==> config.mk <==
export PLATFORM = sky130hd
export DESIGN_NAME = sepc_port
export DESIGN_NICKNAME = d
export VERILOG_FILES = /design/src/hdl/sepc_pkg.sv /design/src/hdl/sepc_port.sv
export SDC_FILE = /design/constraint.sdc
export NUM_CORES = 1
export LEC_CHECK = 0
export ABC_AREA = 1
export ABC_CLOCK_PERIOD_IN_PS = 2060
export BUFFER_PORTS_ARGS = -buffer_cell sky130_fd_sc_hd__buf_2
export CAP_MARGIN = 0
export CELL_PAD_IN_SITES_DETAIL_PLACEMENT = 0
export CELL_PAD_IN_SITES_GLOBAL_PLACEMENT = 2
export CORE_ASPECT_RATIO = 1.5
export CORE_MARGIN = 2
export CORE_UTILIZATION = 35
export DETAILED_ROUTE_END_ITERATION = 7
export HOLD_SLACK_MARGIN = 0.02
export PLACE_DENSITY_LB_ADDON = 0.1
export SYNTH_ARGS = -nofsm -noshare
export SYNTH_HDL_FRONTEND = slang
export SYNTH_SLANG_ARGS = --single-unit
==> constraint.sdc <==
create_clock -name clock -period 2.06 [get_ports clock]
set_input_delay 0.206 -clock clock [delete_from_list [all_inputs] [get_ports clock]]
set_output_delay 0.206 -clock clock [all_outputs]
set_load 0.01 [all_outputs]
==> src/hdl/sepc_pkg.sv <==
package sepc_pkg;
    // instruction frame layout
    localparam int OPCODE_BITS   = 2;
    localparam int ADDR_BITS     = 6;
    localparam int WORD_ADDR_BITS = 4;
    localparam int DATA_BITS     = 16;
    localparam int WORDS         = 16;
    localparam int PROT_BITS     = 6;
    // opcodes
    localparam logic [1:0] OP_EXT   = 2'h0;
    localparam logic [1:0] OP_WRITE = 2'h1;
    localparam logic [1:0] OP_READ  = 2'h2;
    localparam logic [1:0] OP_CLEAR = 2'h3;
    // top address bits under the extended opcode
    localparam logic [1:0] EXT_WDS  = 2'h0;
    localparam logic [1:0] EXT_WRAL = 2'h1;
    localparam logic [1:0] EXT_LOCK = 2'h0;
    localparam logic [1:0] EXT_WEN  = 2'h3;
    // reset values
    localparam logic [PROT_BITS-1:0] PROT_RESET = 6'h3F;
    // timing, at the 250 MHz clock
    localparam int CLOCK_MHZ       = 250;
    localparam int DESELECT_NS     = 250;
    localparam int DESELECT_CYCLES = (DESELECT_NS * CLOCK_MHZ + 999) / 1000;
    localparam int PROG_MS         = 10;
    localparam int PROG_CYCLES     = PROG_MS * CLOCK_MHZ * 1000;
    localparam int MIN_BIT_COUNT   = 1;
    // command sequencer states
    typedef enum logic [2:0] {
        SEPC_IDLE,
        SEPC_OPCODE,
        SEPC_ADDR,
        SEPC_DATA,
        SEPC_OUT,
        SEPC_DONE
    } sepc_state_t;
endpackage : sepc_pkg

==> src/hdl/sepc_port.sv <==
// Contract
// - sample input, launch output on serial_clock rise
// - drive output only while selected
// - protect_select picks array or protect register
// - writes refused while program_enable low
// - skip leading zeros, first one starts
// - two-bit opcode follows start bit
// - six address bits, low four select word
// - sixteen data bits, msb first both ways
// - opcode and top address decode instruction
// - select fall ends instruction, starts programming
// - read loads word, dummy zero, msb first
// - continued clocking streams next word in array reads
// - word pointer wraps last to first
// - dummy bit only before first word
// - write disabled after reset
// - write enable latch set at select fall
// - reads ignore write enable latch
// - word write needs enable, unprotected, pins
// - status on output while selected, busy zero
// - select rise resets sequencer, shifters
// - deselected pins ignored
`timescale 1ns/1ns
`default_nettype none
module sepc_port
    import sepc_pkg::*;
#(
    parameter int PROG_TIME_CYCLES = PROG_CYCLES
) (
    input  wire logic clock,
    input  wire logic reset_n,
    input  wire logic select,
    input  wire logic serial_clock,
    input  wire logic serial_in,
    input  wire logic protect_select,
    input  wire logic program_enable,
    output logic      serial_out,
    output logic      serial_out_en,
    output logic      busy
);
    // two-flop synchronisers for every pin
    logic [4:0] sync_a;
    logic [4:0] sync_b;
    always_ff @(posedge clock) begin
        sync_a <= {select, serial_clock, serial_in, protect_select, program_enable};
        sync_b <= sync_a;
    end
    // pin levels after the second flop
    wire cs_s  = sync_b[4];
    wire sk_s  = sync_b[3];
    wire di_s  = sync_b[2];
    wire pre_s = sync_b[1];
    wire pe_s  = sync_b[0];

    // edge history of synchronised select and clock
    logic cs_d;
    logic sk_d;
    always_ff @(posedge clock) begin
        if (!reset_n) begin
            cs_d <= 1'b0;
            sk_d <= 1'b0;
        end else begin
            cs_d <= cs_s;
            sk_d <= sk_s;
        end
    end
    // edges of the synchronised select and serial clock
    wire cs_rise = cs_s && !cs_d;
    wire cs_fall = !cs_s && cs_d;
    wire sk_rise = cs_s && sk_s && !sk_d;

    // storage and state
    logic [DATA_BITS-1:0]      mem [WORDS];
    logic [PROT_BITS-1:0]      prot;
    logic                      prot_locked;
    logic                      prot_unlocked;
    logic                      wen_latch;

    // sequencer and received fields
    sepc_state_t               state;
    logic [4:0]                count;
    logic [OPCODE_BITS-1:0]    opcode;
    logic [ADDR_BITS-1:0]      addr;
    logic [DATA_BITS-1:0]      data_sr;

    // read path
    logic [DATA_BITS-1:0]      out_sr;
    logic [WORD_ADDR_BITS-1:0] ptr;
    logic                      inst_pre;
    logic                      inst_pe;
    logic                      out_bit;

    // programming timer and deselect interval
    logic [31:0]               prog_count;
    logic [DESELECT_CYCLES:0]  low_count;
    logic                      deselect_ok;

    // extended opcode with a given pair of top address bits
    function automatic logic ext_match(input logic [1:0] op, input logic [1:0] hi,
                                       input logic [1:0] want);
        return op == OP_EXT && hi == want;
    endfunction : ext_match

    // word pointer step, wrapping from the last word to the first
    function automatic logic [WORD_ADDR_BITS-1:0] next_ptr(input logic [WORD_ADDR_BITS-1:0] p);
        return p + 1'b1;
    endfunction : next_ptr

    // instruction decode
    wire [1:0] top2     = addr[5:4];
    wire [3:0] word     = addr[3:0];
    // array instructions
    wire       ar_read  = !inst_pre && opcode == OP_READ;
    wire       ar_write = !inst_pre && opcode == OP_WRITE;
    wire       ar_wral  = !inst_pre && ext_match(opcode, top2, EXT_WRAL);
    wire       ar_wen   = !inst_pre && ext_match(opcode, top2, EXT_WEN);
    wire       ar_wds   = !inst_pre && ext_match(opcode, top2, EXT_WDS);
    // protect register instructions
    wire       pr_read  = inst_pre && opcode == OP_READ;
    wire       pr_en    = inst_pre && ext_match(opcode, top2, EXT_WEN);
    wire       pr_clear = inst_pre && opcode == OP_CLEAR;
    wire       pr_write = inst_pre && opcode == OP_WRITE;
    wire       pr_lock  = inst_pre && ext_match(opcode, top2, EXT_LOCK);
    wire       needs_data = ar_write || ar_wral;
    wire       any_read   = ar_read || pr_read;
    // write-all head: top bits sit one place lower as the last address bit arrives
    wire       wral_head  = !inst_pre && ext_match(opcode, addr[4:3], EXT_WRAL);

    // enabling conditions, checked when select falls
    wire       base_ok   = wen_latch && inst_pe && !busy;
    wire       ok_write  = base_ok && ar_write && {2'h0, word} < prot;
    wire       ok_wral   = base_ok && ar_wral && prot == PROT_RESET;
    wire       ok_protect_unlock_cmd   = base_ok && pr_en && !prot_locked;
    // protect register changes need the unlock from the frame before
    wire       pr_gate   = base_ok && prot_unlocked && !prot_locked;
    wire       ok_clear  = pr_gate && pr_clear;
    wire       ok_pwrite = pr_gate && pr_write && prot == PROT_RESET;
    wire       ok_lock   = pr_gate && pr_lock;
    wire       done      = state == SEPC_DONE;
    wire       starts_prog = done && (ok_write || ok_wral || ok_clear
                                      || ok_pwrite || ok_lock);

    // deselect interval timer; deselect_ok once select stayed low long enough
    always_ff @(posedge clock) begin
        if (!reset_n) begin
            low_count   <= '0;
            deselect_ok <= 1'b1;
        end else if (cs_s) begin
            low_count   <= '0;
            deselect_ok <= 1'b0;
        end else if (low_count < (DESELECT_CYCLES + 1)'(DESELECT_CYCLES)) begin
            low_count   <= low_count + 1'b1;
        end else begin
            deselect_ok <= 1'b1;
        end
    end

    // command sequencer
    always_ff @(posedge clock) begin
        if (!reset_n || cs_rise) begin
            state   <= SEPC_IDLE;
            count   <= '0;
        end else if (cs_fall) begin
            state   <= SEPC_IDLE;
        end else if (sk_rise) begin
            case (state)
                // wait for the start bit
                SEPC_IDLE: begin
                    if (di_s) begin
                        state <= SEPC_OPCODE;
                        count <= '0;
                    end
                end
                // two opcode bits
                SEPC_OPCODE: begin
                    count <= count + 1'b1;
                    if (count == 5'(OPCODE_BITS - 1)) begin
                        state <= SEPC_ADDR;
                        count <= '0;
                    end
                end
                // six address bits, then data, read or done
                SEPC_ADDR: begin
                    count <= count + 1'b1;
                    if (count == 5'(ADDR_BITS - 1)) begin
                        count <= '0;
                        state <= SEPC_DONE;
                        if (opcode == OP_READ) begin
                            state <= SEPC_OUT;
                        end else if (opcode == OP_WRITE && !inst_pre) begin
                            state <= SEPC_DATA;
                        end else if (wral_head) begin
                            state <= SEPC_DATA;         // top bits 01 mean write-all
                        end
                    end
                end
                // sixteen data bits
                SEPC_DATA: begin
                    count <= count + 1'b1;
                    if (count == 5'(DATA_BITS - 1)) begin
                        state <= SEPC_DONE;
                    end
                end
                // read data streaming
                SEPC_OUT: begin
                    count <= count + 1'b1;
                end
                // hold until select falls
                SEPC_DONE: begin
                    state <= SEPC_DONE;
                end
                default: begin
                    state <= SEPC_IDLE;
                end
            endcase
        end
    end

    // field shift registers, pins captured at the start bit
    always_ff @(posedge clock) begin
        if (!reset_n || cs_rise || deselect_ok) begin
            opcode   <= '0;
            addr     <= '0;
            data_sr  <= '0;
            inst_pre <= 1'b0;
            inst_pe  <= 1'b0;
        end else if (sk_rise) begin
            // pin levels are frozen for the whole instruction
            if (state == SEPC_IDLE && di_s) begin
                inst_pre <= pre_s;
                inst_pe  <= pe_s;
            end
            if (state == SEPC_OPCODE) begin
                opcode <= {opcode[0], di_s};
            end
            if (state == SEPC_ADDR) begin
                addr <= {addr[ADDR_BITS-2:0], di_s};
            end
            if (state == SEPC_DATA) begin
                data_sr <= {data_sr[DATA_BITS-2:0], di_s};
            end
        end
    end

    // read output path: dummy zero, then words msb first, wrapping
    wire last_addr = state == SEPC_ADDR && count == 5'(ADDR_BITS - 1);
    wire [3:0] first_word = {word[2:0], di_s};
    wire word_end = state == SEPC_OUT && count[3:0] == 4'hF;
    wire [WORD_ADDR_BITS-1:0] step_ptr = next_ptr(ptr);
    wire [DATA_BITS-1:0] prot_word = {prot, 10'h000};   // six bits, msb first, then zeros
    always_ff @(posedge clock) begin
        if (!reset_n || cs_rise || deselect_ok) begin
            out_sr  <= '0;
            ptr     <= '0;
            out_bit <= 1'b0;
        end else if (sk_rise) begin
            // last address bit: load the word and show the dummy zero
            if (last_addr && opcode == OP_READ) begin
                ptr     <= first_word;
                out_sr  <= inst_pre ? prot_word : mem[first_word];
                out_bit <= 1'b0;
            end else if (state == SEPC_OUT) begin
                out_bit <= out_sr[DATA_BITS-1];
                if (word_end && ar_read) begin
                    ptr    <= step_ptr;
                    out_sr <= mem[step_ptr];
                end else begin
                    out_sr <= {out_sr[DATA_BITS-2:0], 1'b0};
                end
            end
        end
    end

    // array, protect register and latches, updated when select falls
    always_ff @(posedge clock) begin
        if (!reset_n) begin
            wen_latch     <= 1'b0;
            prot          <= PROT_RESET;
            prot_locked   <= 1'b0;
            prot_unlocked <= 1'b0;
        end else if (cs_fall && (done || state == SEPC_OUT)) begin
            // the unlock lasts for the next frame only
            prot_unlocked <= ok_protect_unlock_cmd;
            if (ar_wen && done) begin
                wen_latch <= 1'b1;
            end
            if (ar_wds && done) begin
                wen_latch <= 1'b0;
            end
            if (ok_write && done) begin
                mem[word] <= data_sr;
            end
            if (ok_wral && done) begin
                for (int i = 0; i < WORDS; i++) begin
                    mem[i] <= data_sr;
                end
            end
            if (ok_clear && done) begin
                prot <= PROT_RESET;
            end
            if (ok_pwrite && done) begin
                prot <= addr;
            end
            if (ok_lock && done) begin
                prot_locked <= 1'b1;
            end
        end
    end

    // last cycle of the programming count
    wire prog_last = prog_count == 32'h0;

    // self-timed programming cycle
    always_ff @(posedge clock) begin
        if (!reset_n) begin
            busy       <= 1'b0;
            prog_count <= '0;
        end else if (cs_fall && starts_prog) begin
            busy       <= 1'b1;
            prog_count <= 32'(PROG_TIME_CYCLES - 1);
        end else if (busy) begin
            prog_count <= prog_count - 1'b1;
            busy       <= !prog_last;
        end
    end

    // output pin: read data while streaming a read, status otherwise
    wire show_data = state == SEPC_OUT;
    wire status_bit = !busy;                            // ready high, busy low
    always_ff @(posedge clock) begin
        if (!reset_n) begin
            serial_out    <= 1'b0;
            serial_out_en <= 1'b0;
        end else begin
            // enable follows select one cycle after the synchroniser
            serial_out_en <= cs_s;
            serial_out    <= show_data ? out_bit : status_bit;
        end
    end
endmodule : sepc_port
`default_nettype wire

After elaboration in Yosys (flattened, before gate mapping):

Memories as Yosys holds them, arrays and structs flattened.
Cells that the tools add are included.

* register bits after elaboration: 175
* memory bits (writable): 256
* bits of input ports: 7
* output and inout bits: 3
* logic and storage cells: 186
* memories kept: 1

Memories
* mem: depth 16, width 16, read ports 2, clocked after memory_dff 0, wr ports 16, RTL line sepc_port.sv:73 `logic [DATA_BITS-1:0] mem [WORDS];`

* $add $sub $neg: 4
* order comparisons: 2
* equality and inequality tests: 21
* multiplexer cells: 43
* bitwise gates (word level): 3
* reduce and logical (&&, ||, !) cells: 88

Operator list (number)
* 16-bit 2-to-1 mux: 5
* 64-bit by 1-bit adder with 64-bit output, second input constant: 1
* 64-bit by 6-bit < comparator with 1-bit output, second input constant: 1
* 1-bit logical AND: 47
* 22-bit 2-to-1 mux: 2
* 32-bit zero test: 1
* 32-bit by 1-bit subtractor with 32-bit output, second input constant: 1
* 3-bit 2-to-1 mux: 7
* 5-bit one-hot mux with 4 select lines: 1
* 1-bit 2-to-1 mux: 18
* 3-bit one-hot mux with 6 select lines: 1
* 4-bit 2-to-1 mux: 4
* 2-bit AND reduction: 8
* 16-bit OR reduction: 1
* 5-bit 2-to-1 mux: 3
* 6-bit 2-to-1 mux: 2
* 2-bit != test, second input constant: 5
* 2-bit nonzero test: 5
* 1-bit zero test: 8
* 2-bit OR reduction: 4
* 1-bit logical OR: 7
* 2-bit by 1-bit == test with 1-bit output, second input constant: 3
* 2-bit == test, second input constant: 3
* 3-bit by 2-bit == test with 1-bit output, second input constant: 2
* other kinds (17): 21

Depth between registers and ports, before layout:

* depth after elaboration: 12
* gate-level depth with buffers: 14
* depth with buffers taken out: 12

Least setup slack after synthesis:

OpenSTA, ideal clock, no wires.

* kind: reg2reg
* start point: register prot[3]
* end point: memory mem[0][0] (enable)
* library setup time: 0.372 ns
* arrival time: 1.891 ns
* data required time: 1.688 ns
* setup slack: -0.203 ns
* cell stages (with the launch flop): 11
* path buffers: 1
* clock period less this slack: 2.263 ns
* cells stage by stage: dfxtp_1 -> inv_1 -> ha_1 -> nand2_1 -> inv_1 -> o21ai_0 -> nand3_1 -> nor3_4 -> buf_6 -> nand4_1 -> nand2_1

RTL lines
* start, declared: RTL line sepc_port.sv:74 `logic [PROT_BITS-1:0] prot;`
* start signal, assigned: RTL line sepc_port.sv:302 `prot <= addr;`
* end, declared: RTL line sepc_port.sv:73

==> impl_metrics.csv <==
group,metric,value,unit
outcome,status,"complete, but fails checks",
outcome,violations,"negative setup slack",
floorplanning,die_x,206,um
synth,synth_seq_cells,431,
clock_network,h-tree-depth,2,
placed_design,io_buffers,9,
routing,drtAntennaViolNets,0,
routing,vias,18300,
sta,timing.final.ws_setup,-0.0996,ns
placed_design,placed_cell_area,23900,sq um
sta,holdWs,0.0838,ns
clock_network,insertion_delay,0.60,ns
global_route,grt_pass1_wl,112000,um
sta,finalHoldViolations,0,
routing,wirelength,75200,um
routing,drc,0,
synth,synth.area.top_cells,"edfxtp_1 36%, dfxtp_1 16%, nand2_1 13%",
critical_path,crit_type,"reg2reg",
sta,worstMarginPinSlew,0.968,ns
sta,final_max_slew_viol_count,0,
sta,fmax,463,MHz
layout,stdcell_area,26200,sq um
critical_path,crit_fanout,8,
synth,postSynthCellCount,2778,
floorplanning,core_area,60100,sq um
clock_network,cts_made_buffers,44,
placed_design,hpwl,50900,um
floorplanning,rows,110,
floorplanning,ioPinCount,10,
placed_design,gp_congestion,0.838,
clock_network,clkTransAtPathRegs,0.06,ns
floorplanning,die_h,307,um
power_and_ir_drop,power_density,691,nW/um^2
sta,setup_violations,214,
sta,fin_crit_sh,105,%
routing,drt_iter0_markers,1418,
layout,final_common_cell,"nand2_1",
layout,layout_common_cells,"711 x nand2_1, 454 x inv_1, 368 x nand3_1, 359 x nor2_1, 256 x edfxtp_1",
sta,rsz0062_at_grt,"yes",
synth,synth_area,21400,sq um
clock_network,cts_sinks,431,
floorplanning,initial_utilization,35.5,%
synth,syn_avg_cell_area,7.69,sq um
global_route,grt_overflow_total,0,
critical_path,start_kind,"flop",
synth,syn_nets,2795,
flow_run,cap_violations,0,
layout,syn2layout_area_growth,22.9,%
layout,drive_gt1_share,13.0,%
sta,relSlewSlack,35.4,%
synth,ys_warn_count,0,
sta,final.setup.tns,-7.35,ns
global_route,grtUsageTotal,23.9,%
floorplanning,die_area,63000,sq um
global_route,grt_pass1_vias,18200,
clock_network,cts_tree,"yes",
sta,period_minus_slack,2.16,ns
routing,dr.pass1.iters,5,
power_and_ir_drop,p_leak,11.6,nW
layout,nNetsFinal,2933,
clock_network,clockBufferDepth,3,
synth,netlist.area_leader.share,36.0,%
power_and_ir_drop,power.total,0.0181,W
power_and_ir_drop,ir_worst_vdd,0.602,mV
synth,synth_cell_type_count,39,
global_route,grt_max_degree,64,
clock_network,root_buffer,"clkbuf_16",
critical_path,required,2.37,ns
global_route,antenna_found_initial,0,
critical_path,cp-end-kind,"flop",
synth,yosys.area.top_type,"edfxtp_1",
routing,via_per_inst,4.90,
critical_path,crit_arrival,2.46,ns
synth,synth-seq-area-share,52.4,%
routing,wl_per_cell,20.1,um
layout,antenna_cells,0,
min_path,hold_class,"in2reg",
sta,clock_skew,0.0219,ns
==> where the power goes <==
group          switching, W  total (W)  internal [W]  leakage [nW]
Combinational      0.000209   0.000311      0.000102          6.58
Sequential        0.0000135    0.00905       0.00904          4.24
Clock               0.00367    0.00876       0.00510         0.762
==> registers in the layout (all words and copies together), names as in the netlist, 2 cells and up <==
register,count
mem,256
data_sr,16
state,3
out_sr,16
count,5
sync_b,5
low_count,64
addr,6
sync_a,5
ptr,4
prot,6
opcode,2
prog_count,32
==> path summary, 6_finish.rpt <==
path	startpoint	end	slack, ns	depth (start not counted)
min reg2reg	sync_a[2]	sync_b[2]	0.33	0
max	prot[3]	mem[13][3]	-0.1	12
max reg2reg	prot[3]	mem[13][3]	-0.1	12
min	reset_n	prot_locked	0.08	4
==> logic make-up (layout without fill, tap and decap cells) <==
kind of cell,count (synthesis),count (layout),share of synthesized area [%]
AND/OR/NAND/NOR,1556,1557,30.8
buffers and inverters,601,773,11.1
XOR/XNOR,34,34,1.39
adder cells (fa/ha/maj),10,10,0.586
flip-flops,431,431,52.4
AO/OA/AOI/OAI,146,146,3.76
==> synthesized netlist by cell type <==
| master | number |
|---|---|
| a211oi_1 | 13 |
| a21oi_1 | 48 |
| a21oi_2 | 1 |
| a21oi_4 | 1 |
| a22oi_1 | 1 |
| a31oi_1 | 1 |
| buf_1 | 5 |
| buf_2 | 58 |
| buf_4 | 3 |
| buf_6 | 3 |
| clkbuf_1 | 60 |
| clkinv_1 | 4 |
| dfxtp_1 | 175 |
| edfxtp_1 | 256 |
| ha_1 | 10 |
| inv_1 | 456 |
| inv_2 | 12 |
| nand2_1 | 728 |
| nand2_2 | 3 |
| nand2_4 | 1 |
| nand3_1 | 373 |
| nand3_2 | 5 |
| nand3b_1 | 2 |
| nand4_1 | 48 |
| nor2_1 | 364 |
| nor2_2 | 9 |
| nor2_4 | 4 |
| nor3_1 | 13 |
| nor3_4 | 1 |
| nor3b_1 | 1 |
| nor4_1 | 1 |
| o211ai_1 | 4 |
| o21ai_0 | 71 |
| o21ai_1 | 2 |
| o21ai_2 | 1 |
| o21bai_1 | 3 |
| or2_2 | 3 |
| xnor2_1 | 8 |
| xor2_1 | 26 |
==> per-layer routing <==
| layer | GRT usage, % | wire [um] |
|---|---|---|
| met5 | 0 | 0 |
| met4 | 9.65 | 3310 |
| met3 | 2.64 | 3260 |
| met2 | 44.1 | 39000 |
| met1 | 28.0 | 29600 |
==> timing repair <==
action,4_1_cts,5_1_grt
pin swaps,11,12
endpoints found under the hold margin,5,0
gates resized for setup,32,30
setup buffers,23,5
endpoints found under the setup margin,261,267
hold buffers,5,0
cloned,3,3
==> metrics by stage <==
stage / util [%] / setup slack, ns / instances
2_1_floorplan: - / -0.0801 / 2778
3_3_place_gp: 39.7 / -0.184 / 3616
3_5_place_dp: 39.7 / -0.156 / 3616
4_1_cts: 43.3 / -0.0830 / 3728
5_1_grt: 43.6 / -0.243 / 3735
6_report: 43.6 / -0.0996 / 3735
==> final cells by class <==
type                            count  area, sq um
Clock buffer                       50         1190
Clock inverter                     31          398
Fill cell                        6069        33900
Inverter                          472         1780
Multi-Input combinational cell   1747         8090
Sequential cell                   431        11200
Tap cell                          784          981
Timing Repair Buffer              220         2600
==> critical path, cell delays in order (launching register included) <==
cell,delay [ns]
dfxtp_2,0.33
inv_2,0.05
ha_4,0.23
nand2_1,0.05
inv_1,0.04
o21ai_2,0.12
nand3_2,0.12
nor3_4,0.21
buf_6,0.15
buf_16,0.11
nand4_1,0.14
nand2_4,0.17
buf_12,0.13
Power figures use the tool's default switching activity.
